<file path="config.mk">
export PLATFORM = sky130hd
export DESIGN_NAME = opad_core
export DESIGN_NICKNAME = d
export VERILOG_FILES = /design/src/opad_pkg.sv /design/src/opad_core.sv /design/src/opad_parity.sv /design/src/opad_regfile.sv
export SDC_FILE = /design/constraint.sdc
export NUM_CORES = 1
export LEC_CHECK = 0
export BUFFER_PORTS_ARGS = -buffer_cell sky130_fd_sc_hd__buf_2
export CORE_MARGIN = 2
export CORE_UTILIZATION = 55
export DETAILED_ROUTE_END_ITERATION = 10
export GPL_TIMING_DRIVEN = 0
export PLACE_DENSITY = 0.84
export SKIP_CTS_REPAIR_TIMING = 1
export SLEW_MARGIN = 20
export SYNTH_ARGS = -nofsm -noshare
export SYNTH_HDL_FRONTEND = slang
export SYNTH_SLANG_ARGS = --single-unit
</file>
<file path="constraint.sdc">
create_clock -name clk_sys -period 9.8 [get_ports clk_sys]
set_input_delay 1.96 -clock clk_sys [delete_from_list [all_inputs] [get_ports clk_sys]]
set_output_delay 1.96 -clock clk_sys [all_outputs]
set_load 0.05 [all_outputs]
</file>
<file path="src/opad_pkg.sv">
/*
  Shared constants and types for the operand addressing and status word logic.
  Assumes a single core clock domain; every user of it imports the whole package.
*/
package opad_pkg;

    // Status word bit positions
    localparam int PSW_CY_BIT  = 7;
    localparam int PSW_AC_BIT  = 6;
    localparam int PSW_F0_BIT  = 5;
    localparam int PSW_RS1_BIT = 4;
    localparam int PSW_RS0_BIT = 3;
    localparam int PSW_OV_BIT  = 2;
    localparam int PSW_F1_BIT  = 1;
    localparam int PSW_P_BIT   = 0;

    localparam logic [7:0] PSW_RESET       = 8'h00;
    localparam logic [7:0] DIRECT_SFR_BASE = 8'h80;
    localparam logic [7:0] REG_CELL_RESET  = 8'h00;
    localparam int         REG_BANKS       = 4;
    localparam int         REGS_PER_BANK   = 8;
    localparam int         REG_CELLS       = REG_BANKS * REGS_PER_BANK;

    typedef enum logic [2:0] {
        MODE_DIRECT    = 3'h0,
        MODE_INDIRECT8 = 3'h1,
        MODE_INDIRECT16 = 3'h2,
        MODE_REGISTER  = 3'h3,
        MODE_REG_SPEC  = 3'h4,
        MODE_IMMEDIATE = 3'h5,
        MODE_INDEXED   = 3'h6,
        MODE_CASE_JUMP = 3'h7
    } opad_mode_t;

    typedef enum logic [2:0] {
        SPACE_NONE = 3'h0,
        SPACE_IRAM = 3'h1,
        SPACE_SFR  = 3'h2,
        SPACE_XRAM = 3'h3,
        SPACE_CODE = 3'h4,
        SPACE_IMM  = 3'h5,
        SPACE_ACC  = 3'h6,
        SPACE_WIDE_DATA_POINTER = 3'h7
    } opad_space_t;

    typedef enum logic [1:0] {
        PTR_REG_ZERO = 2'h0,
        PTR_REG_ONE  = 2'h1,
        PTR_STACK    = 2'h2
    } opad_ptr_t;

    typedef enum logic [2:0] {
        BOOL_NONE    = 3'h0,
        BOOL_MOV     = 3'h1,
        BOOL_AND     = 3'h2,
        BOOL_OR      = 3'h3,
        BOOL_AND_NOT = 3'h4,
        BOOL_OR_NOT  = 3'h5,
        BOOL_CPL     = 3'h6,
        BOOL_CLR     = 3'h7
    } opad_bool_t;

    typedef struct packed {
        logic cy;
        logic ac;
        logic f0;
        logic rs1;
        logic rs0;
        logic ov;
        logic f1;
        logic p;
    } opad_psw_t;

    typedef struct packed {
        logic [REG_CELLS-1:0][7:0] cells;
    } opad_rf_state_t;

    typedef struct packed {
        opad_psw_t   psw;
        opad_space_t op_space;
        logic [15:0] op_addr;
        logic [7:0]  op_value;
        logic        op_valid;
        logic [15:0] jump_target;
        logic        jump_valid;
    } opad_state_t;

endpackage

</file>
<file path="src/opad_core.sv">
/*
  Status word and operand locator of an 8-bit core: flags, bank selection,
  and the location or value of each operand per addressing mode.
  Assumes accumulator, pointers and decoded mode arrive from logic on clk_sys.
*/
`timescale 1ns/10ps
// Behaviour
// - Parity flag set when accumulator has odd ones, cleared when even.
// - Two bank bits pick one of four eight-register banks at execution.
// - Status word holds carry, aux carry, bank bits, overflow, parity, two user flags.
// - Carry is the one-bit operand and result of Boolean operations.
// - Direct mode uses 8-bit field, reaching only internal RAM and SFRs.
// - Indirect mode takes location from a register, reaching internal or external RAM.
// - 8-bit pointer is register zero, one or stack pointer; 16-bit is wide pointer.
// - Register mode applies opcode's 3-bit number to the active bank.
// - Register-specific operand comes from opcode alone, no address byte.
// - Immediate operand is the program byte following the opcode.
// - Indexed mode reads program memory at 16-bit base plus accumulator.
// - Case jump target is base pointer plus accumulator.
module opad_core
    import opad_pkg::*;
(
    input  wire logic        clk_sys,
    input  wire logic        rst_b,
    input  wire logic [7:0]  acc_value,
    input  wire logic [7:0]  stack_ptr,
    input  wire logic [15:0] wide_data_pointer,
    input  wire logic [15:0] prog_counter,
    input  wire logic        exec_valid,
    input  wire opad_mode_t  exec_mode,
    input  wire logic [7:0]  opcode,
    input  wire logic [7:0]  direct_field,
    input  wire logic [7:0]  imm_byte,
    input  wire opad_ptr_t   ptr_sel,
    input  wire logic        xram_sel,
    input  wire logic        base_is_pc,
    input  wire logic        spec_is_wide_data_pointer,
    input  wire logic        psw_we,
    input  wire logic [7:0]  psw_wdata,
    input  wire logic        cy_we,
    input  wire logic        cy_in,
    input  wire logic        ac_we,
    input  wire logic        ac_in,
    input  wire logic        ov_we,
    input  wire logic        ov_in,
    input  wire opad_bool_t  bool_op,
    input  wire logic        bit_in,
    input  wire logic        rf_we,
    input  wire logic [2:0]  rf_wnum,
    input  wire logic [7:0]  rf_wdata,
    output logic      [7:0]  program_status_word,
    output logic             carry_flag,
    output logic             parity_flag,
    output logic             bank_select_low,
    output logic             bank_select_high,
    output opad_space_t      op_space,
    output logic      [15:0] op_addr,
    output logic      [7:0]  op_value,
    output logic             op_valid,
    output logic      [15:0] jump_target,
    output logic             jump_valid
);

    opad_state_t state;
    opad_state_t next_state;
    logic        acc_odd;
    logic [4:0]  rf_rd_index;
    logic [4:0]  rf_wr_index;
    logic [7:0]  rf_rd_data;

    function automatic logic [4:0] opad_reg_index(input logic rs1, input logic rs0,
                                                  input logic [2:0] num);
        opad_reg_index = {rs1, rs0, num};
    endfunction

    // Carry out of bit 15 is dropped: tables wrap within the 64K space
    function automatic logic [15:0] opad_index_sum(input logic [15:0] base,
                                                   input logic [7:0] acc);
        opad_index_sum = base + {8'h00, acc};
    endfunction

    opad_parity u_parity (
        .data (acc_value),
        .odd  (acc_odd)
    );

    // Bank bits are read live so a bank switch affects the next instruction
    assign rf_wr_index = opad_reg_index(state.psw.rs1, state.psw.rs0, rf_wnum);
    assign rf_rd_index = (exec_mode == MODE_REGISTER) ?
                         opad_reg_index(state.psw.rs1, state.psw.rs0, opcode[2:0]) :
                         opad_reg_index(state.psw.rs1, state.psw.rs0,
                                        {2'b00, ptr_sel == PTR_REG_ONE});

    opad_regfile u_regfile (
        .clk_sys  (clk_sys),
        .rst_b    (rst_b),
        .wr_en    (rf_we),
        .wr_index (rf_wr_index),
        .wr_data  (rf_wdata),
        .rd_index (rf_rd_index),
        .rd_data  (rf_rd_data)
    );

    always_comb begin
        next_state            = state;
        next_state.op_valid   = 1'b0;
        next_state.jump_valid = 1'b0;
        // Whole-word write; parity is never writable
        if (psw_we) begin
            next_state.psw    = psw_wdata;
        end
        // Hardware flag updates win over a software write in the same cycle
        if (ac_we) begin
            next_state.psw.ac = ac_in;
        end
        if (ov_we) begin
            next_state.psw.ov = ov_in;
        end
        if (cy_we) begin
            next_state.psw.cy = cy_in;
        end
        unique case (bool_op)
            BOOL_NONE:    next_state.psw.cy = next_state.psw.cy;
            BOOL_MOV:     next_state.psw.cy = bit_in;
            BOOL_AND:     next_state.psw.cy = state.psw.cy & bit_in;
            BOOL_OR:      next_state.psw.cy = state.psw.cy | bit_in;
            BOOL_AND_NOT: next_state.psw.cy = state.psw.cy & ~bit_in;
            BOOL_OR_NOT:  next_state.psw.cy = state.psw.cy | ~bit_in;
            BOOL_CPL:     next_state.psw.cy = ~state.psw.cy;
            BOOL_CLR:     next_state.psw.cy = 1'b0;
        endcase
        // Recomputed every edge, so it lags the accumulator by one cycle
        next_state.psw.p = acc_odd;
        if (exec_valid) begin
            next_state.op_valid = 1'b1;
            next_state.op_value = 8'h00;
            unique case (exec_mode)
                MODE_DIRECT: begin
                    next_state.op_addr  = {8'h00, direct_field};
                    next_state.op_space = (direct_field < DIRECT_SFR_BASE) ?
                                          SPACE_IRAM : SPACE_SFR;
                end
                MODE_INDIRECT8: begin
                    if (ptr_sel == PTR_STACK) begin
                        next_state.op_addr  = {8'h00, stack_ptr};
                        next_state.op_space = SPACE_IRAM;
                    end else begin
                        next_state.op_addr  = {8'h00, rf_rd_data};
                        next_state.op_space = xram_sel ? SPACE_XRAM : SPACE_IRAM;
                    end
                end
                MODE_INDIRECT16: begin
                    next_state.op_addr  = wide_data_pointer;
                    next_state.op_space = SPACE_XRAM;
                end
                MODE_REGISTER: begin
                    // Banks are mapped at the bottom of internal RAM
                    next_state.op_addr  = {11'h000, rf_rd_index};
                    next_state.op_value = rf_rd_data;
                    next_state.op_space = SPACE_IRAM;
                end
                MODE_REG_SPEC: begin
                    next_state.op_addr  = 16'h0000;
                    next_state.op_space = spec_is_wide_data_pointer ? SPACE_WIDE_DATA_POINTER : SPACE_ACC;
                    next_state.op_value = spec_is_wide_data_pointer ? 8'h00 : acc_value;
                end
                MODE_IMMEDIATE: begin
                    next_state.op_addr  = 16'h0000;
                    next_state.op_value = imm_byte;
                    next_state.op_space = SPACE_IMM;
                end
                MODE_INDEXED: begin
                    next_state.op_addr  = opad_index_sum(base_is_pc ? prog_counter :
                                                         wide_data_pointer, acc_value);
                    next_state.op_space = SPACE_CODE;
                end
                MODE_CASE_JUMP: begin
                    // Jump leaves the last operand untouched
                    next_state.op_value    = state.op_value;
                    next_state.op_valid    = 1'b0;
                    next_state.jump_valid  = 1'b1;
                    next_state.jump_target = opad_index_sum(wide_data_pointer,
                                                            acc_value);
                end
            endcase
        end
    end

    always_ff @(posedge clk_sys) begin
        if (!rst_b) begin
            state <= '{psw: PSW_RESET, op_space: SPACE_NONE, default: '0};
        end else begin
            state <= next_state;
        end
    end

    assign program_status_word = state.psw;
    assign carry_flag          = state.psw.cy;
    assign parity_flag         = state.psw.p;
    assign bank_select_low     = state.psw.rs0;
    assign bank_select_high    = state.psw.rs1;
    assign op_space            = state.op_space;
    assign op_addr             = state.op_addr;
    assign op_value            = state.op_value;
    assign op_valid            = state.op_valid;
    assign jump_target         = state.jump_target;
    assign jump_valid          = state.jump_valid;

    // Checks on the driven outputs
    a_parity_tracks_acc: assert property (
        @(posedge clk_sys) disable iff (!rst_b)
        $past(rst_b) |-> (parity_flag ^ (^$past(acc_value))) == 1'b0)
        else $error("parity flag does not match accumulator ones");

    a_parity_even_sum: assert property (
        @(posedge clk_sys) disable iff (!rst_b)
        $stable(acc_value) && $past(rst_b) |-> (^{acc_value, parity_flag}) == 1'b0)
        else $error("accumulator plus parity is not even");

    a_direct_space_map: assert property (
        @(posedge clk_sys) disable iff (!rst_b)
        exec_valid && exec_mode == MODE_DIRECT |=>
        op_addr == {8'h00, $past(direct_field)} &&
        op_space == (($past(direct_field) < DIRECT_SFR_BASE) ? SPACE_IRAM : SPACE_SFR))
        else $error("direct operand location wrong");

    a_register_bank_pick: assert property (
        @(posedge clk_sys) disable iff (!rst_b)
        exec_valid && exec_mode == MODE_REGISTER |=>
        op_addr[4:0] == {$past(bank_select_high), $past(bank_select_low),
                         $past(opcode[2:0])} && op_value == $past(rf_rd_data))
        else $error("register operand not taken from active bank");

    a_indirect_short_ptr: assert property (
        @(posedge clk_sys) disable iff (!rst_b)
        exec_valid && exec_mode == MODE_INDIRECT8 && ptr_sel == PTR_STACK |=>
        op_addr == {8'h00, $past(stack_ptr)} && op_space == SPACE_IRAM)
        else $error("stack pointer indirect location wrong");

    a_indirect_ram_space: assert property (
        @(posedge clk_sys) disable iff (!rst_b)
        exec_valid && exec_mode == MODE_INDIRECT8 && ptr_sel != PTR_STACK |=>
        op_addr[7:0] == $past(rf_rd_data) &&
        op_space == ($past(xram_sel) ? SPACE_XRAM : SPACE_IRAM))
        else $error("register indirect location wrong");

    a_indirect_wide_ptr: assert property (
        @(posedge clk_sys) disable iff (!rst_b)
        exec_valid && exec_mode == MODE_INDIRECT16 |=>
        op_addr == $past(wide_data_pointer) && op_space == SPACE_XRAM)
        else $error("wide indirect location wrong");

    a_reg_spec_operand: assert property (
        @(posedge clk_sys) disable iff (!rst_b)
        exec_valid && exec_mode == MODE_REG_SPEC && !spec_is_wide_data_pointer |=>
        op_space == SPACE_ACC && op_value == $past(acc_value))
        else $error("accumulator-specific operand wrong");

    a_immediate_value: assert property (
        @(posedge clk_sys) disable iff (!rst_b)
        exec_valid && exec_mode == MODE_IMMEDIATE |=>
        op_valid && op_space == SPACE_IMM && op_value == $past(imm_byte))
        else $error("immediate operand wrong");

    a_indexed_code_addr: assert property (
        @(posedge clk_sys) disable iff (!rst_b)
        exec_valid && exec_mode == MODE_INDEXED |=> op_space == SPACE_CODE &&
        op_addr == 16'(($past(base_is_pc) ? $past(prog_counter) :
                         $past(wide_data_pointer)) + {8'h00, $past(acc_value)}))
        else $error("indexed program address wrong");

    a_case_jump_target: assert property (
        @(posedge clk_sys) disable iff (!rst_b)
        exec_valid && exec_mode == MODE_CASE_JUMP |=> jump_valid && !op_valid &&
        jump_target == 16'($past(wide_data_pointer) + {8'h00, $past(acc_value)}))
        else $error("case jump target wrong");

    a_carry_bool_and: assert property (
        @(posedge clk_sys) disable iff (!rst_b)
        bool_op == BOOL_AND |=> carry_flag == ($past(carry_flag) & $past(bit_in)))
        else $error("Boolean AND result not in carry");

    a_user_flag_write: assert property (
        @(posedge clk_sys) disable iff (!rst_b)
        psw_we && !ac_we && !ov_we |=>
        program_status_word[5] == $past(psw_wdata[5]) &&
        program_status_word[1] == $past(psw_wdata[1]) &&
        program_status_word[2] == $past(psw_wdata[2]))
        else $error("status word write not kept");

    c_case_jump: cover property (
        @(posedge clk_sys) disable iff (!rst_b) jump_valid);

    c_bank_three_reg: cover property (
        @(posedge clk_sys) disable iff (!rst_b)
        exec_valid && exec_mode == MODE_REGISTER && bank_select_high && bank_select_low);

    c_xram_indirect: cover property (
        @(posedge clk_sys) disable iff (!rst_b) op_valid && op_space == SPACE_XRAM);

    c_parity_set: cover property (
        @(posedge clk_sys) disable iff (!rst_b) $rose(parity_flag));

endmodule

</file>
<file path="src/opad_parity.sv">
/*
  Odd-ones detector for one byte.
  Purely combinational; the caller registers the result.
*/
`timescale 1ns/10ps
module opad_parity
    import opad_pkg::*;
(
    input  wire logic [7:0] data,
    output logic            odd
);

    assign odd = ^data;

endmodule

</file>
<file path="src/opad_regfile.sv">
/*
  Four banks of eight working registers in flip-flops, one write and one read port.
  Assumes the caller forms the flat index from bank and register number.
*/
`timescale 1ns/10ps
module opad_regfile
    import opad_pkg::*;
(
    input  wire logic       clk_sys,
    input  wire logic       rst_b,
    input  wire logic       wr_en,
    input  wire logic [4:0] wr_index,
    input  wire logic [7:0] wr_data,
    input  wire logic [4:0] rd_index,
    output logic      [7:0] rd_data
);

    opad_rf_state_t state;
    opad_rf_state_t next_state;

    // Read is combinational so the pointer is seen in the executing cycle
    assign rd_data = state.cells[rd_index];

    always_comb begin
        next_state = state;
        if (wr_en) begin
            next_state.cells[wr_index] = wr_data;
        end
    end

    always_ff @(posedge clk_sys) begin
        if (!rst_b) begin
            state <= '{cells: {REG_CELLS{REG_CELL_RESET}}};
        end else begin
            state <= next_state;
        end
    end

endmodule

</file>
==> results by group <==
Run status
  • Status: finished clean

CTS
  • # H-tree levels: 2
  • Max Root-Sink Buffers: 3
  • CTS Buf Count: 35
  • CTS root buffer: clkbuf_16
  • Worst-Skew Late Latency: 0.54 ns
  • CTS tree: yes
  • Reg clk slew, reported paths: 0.06 ns
  • CTS sink cnt: 309

Setup path
  • Worst Setup SP: base_is_pc
  • CP Capture Type: flop
  • Crit Path Class: primary input to flop
  • Worst Path Arrival: 5.37 ns
  • R2r startpoint: bank_select_high
  • Most frequent CP cell: buf_2
  • CP startpoint kind: primary input
  • Worst path buffer plus inverter count: 4
  • Worst path max stage delay: 0.62 ns
  • Crit path cell chain: buf_2, buf_2, clkbuf_1, mux2_2, ha_1, inv_1, fa_1, nand2b_1, a21oi_1, o21ai_0, a211oi_1, nand2_1, xnor2_1, o22ai_1
  • WP data required: 10.18 ns
  • Slowest CP cell: a211oi_1
  • Crit Path Max Fanout: 10
  • CP top delay family: compound AO/OA/AOI/OAI gates

STA
  • Setup Viol. Count Final: 0
  • Final Max Tran Viols: 0
  • Period utilisation layout: 0.509
  • Total negative slack: 0 ns
  • Tmin final: 4.99 ns
  • Worst-Margin Slew: 1.21 ns
  • Min Hold Slack: 0.444 ns
  • F_max: 200 MHz
  • Slew headroom: 0.188
  • Setup Skew: 0.0200 ns
  • RSZ-0062 raised after global routing: no
  • Final Hold Vio Count: 0

Synthesis
  • Most frequent cell after synthesis: dfxtp_1
  • Synth area leader: dfxtp_1
  • Sequential fraction of the synthesis area: 0.412
  • Top_reg_cell synth: dfxtp_1
  • Synthesized netlist cell count: 1800
  • Post-synth cell types: 72
  • Post-synth top area share: 0.412
  • Post-synthesis instance area: 15000 sq um
  • Synth Net Count: 1932
  • Post-synth EDFFs: 0
  • FF+latch count, synth: 309
  • Syn avg cell area: 8.35 sq um
  • Area contributors post-synth: dfxtp_1 (41%), mux2i_1 (12%), nor2_1 (5.7%), a21oi_1 (5.3%), nand2_1 (4.5%)
  • Top cells by count, synth: dfxtp_1 (309), nor2_1 (229), mux2i_1 (185)
  • Synth Warn #: 0
  • Post-synth ARST share: 0

Global routing
  • Initial antenna violation count: 2
  • Global-route usage over all layers: 0.390
  • Grt total ovfl: 0
  • Largest net degree at the start of global routing: 15
  • Vias in the first global route: 14600
  • First-pass GRT wire length: 85.9 mm

Die
  • FP Rows: 60
  • Initial Utilization: 0.559
  • Core ar.: 26900 sq um
  • Ports: 171
  • Chip Width: 169 um
  • Full die area: 28700 sq um
  • Die Y: 169 um

Detailed routing
  • Total routed wirelength: 57.4 mm
  • Wirelength per Cell: 24.3 um
  • Routed vias: 15500
  • Drt drc: 0
  • Drt first pass iters: 6
  • First DRT Iteration DRCs: 2161
  • Remaining antenna violation count after routing: 0
  • Vias per cell: 6.56

Cells and area
  • Fin util: 0.648
  • Layout cell share with drive strength beyond 1: 0.142
  • Area grow syn2layout: 15.9%
  • Layout Nets: 2126

Pwr
  • Maximum resistive drop on vdd: 0.000154 V
  • Overall Power: 3060 uW
  • Leakage: 0.00654 uW
  • Power Density: 176 nW/um^2

Job
  • Max cap viols: 0

Place
  • IO Port Bufs: 157
  • HPWL Detailed: 42.1 mm
  • Routability congestion estimate: 1.05

Min path
  • Worst hold start: op_addr[4]
  • Worst hold-check path type: flop to flop
-- layout by cell type (no fill, tap or decap), types with 18 or more instances in the layout --
cell type and n:
inv_1 24, clkbuf_16 35, xnor2_1 18, clkbuf_1 118, o22ai_1 57, nand3_1 118, nor2_1 229, buf_2 185
nand2_1 182, mux2i_1 185, nor3_1 32, dfxtp_1 309, o221ai_1 34, o21ai_0 47, a21oi_1 160
-- state kept, by name (all words and copies together), names as in the netlist, 3 cells and up --
name                 flops
u_regfile.state        256
program_status_word      4
op_value                 8
op_space                 3
jump_target             16
op_addr                 16
-- layout make-up --
class,instances,area [sq um]
clock buffers,52,1020
multi-input cells,1317,8120
plain buffers,149,636
well taps,341,427
diodes,1,2.50
repair buffers,157,786
inverters,25,93.8
fillers,2262,9460
clock inverters,9,148
flip-flops and latches,309,6190
-- worst min-delay path: stages (launching register included) --
cell and delay [ns]:
dfxtp_1 0.30, nand2_1 0.05, o21ai_1 0.05
-- worst paths after layout --
check             cells past startpoint  slack [ns]     endpoint
setup / recovery                     14        4.81  op_addr[14]
hold / removal                        2        0.44   op_addr[4]
setup reg to reg                      7        6.50   op_addr[5]
hold reg to reg                       2        0.44   op_addr[4]
-- per-stage QoR --
stage / setup slack, ns / instances / instance area [sq um]
global route: 4.52 / 2360 / 17400
detailed placement: 4.36 / 2298 / 16200
floorplan: 5.17 / 1800 / 15000
CTS: 4.86 / 2359 / 17400
finish: 4.81 / 2360 / 17400
global placement: 4.31 / 2298 / 16200
-- layer usage --
layer  up-vias  track usage  part of all wire
met4         0        0.227             0.064
met1      7315        0.487              0.38
met3       239       0.0907              0.12
li1       6850            -                 -
met2      1083        0.617              0.44
met5         -            0                 0
-- power breakdown --
group / internal (uW) / leakage [uW] / switching (uW) / total (uW)
logic: 123 / 0.00347 / 303 / 426
registers: 1270 / 0.00250 / 12.5 / 1290
clock network: 805 / 0.000570 / 542 / 1350
-- logic make-up after synthesis --
logic type | count (synthesis) | share of synthesized area
AOI/OAI and AO/OA | 424 | 0.183
adders and majority gates | 19 | 0.0166
xor gates and xnor gates | 31 | 0.0181
DFF | 309 | 0.412
and+or+nand+nor | 652 | 0.195
buffers and inverters | 174 | 0.0485
muxes | 191 | 0.128
Note: power is estimated with default switching activity, not from simulation.
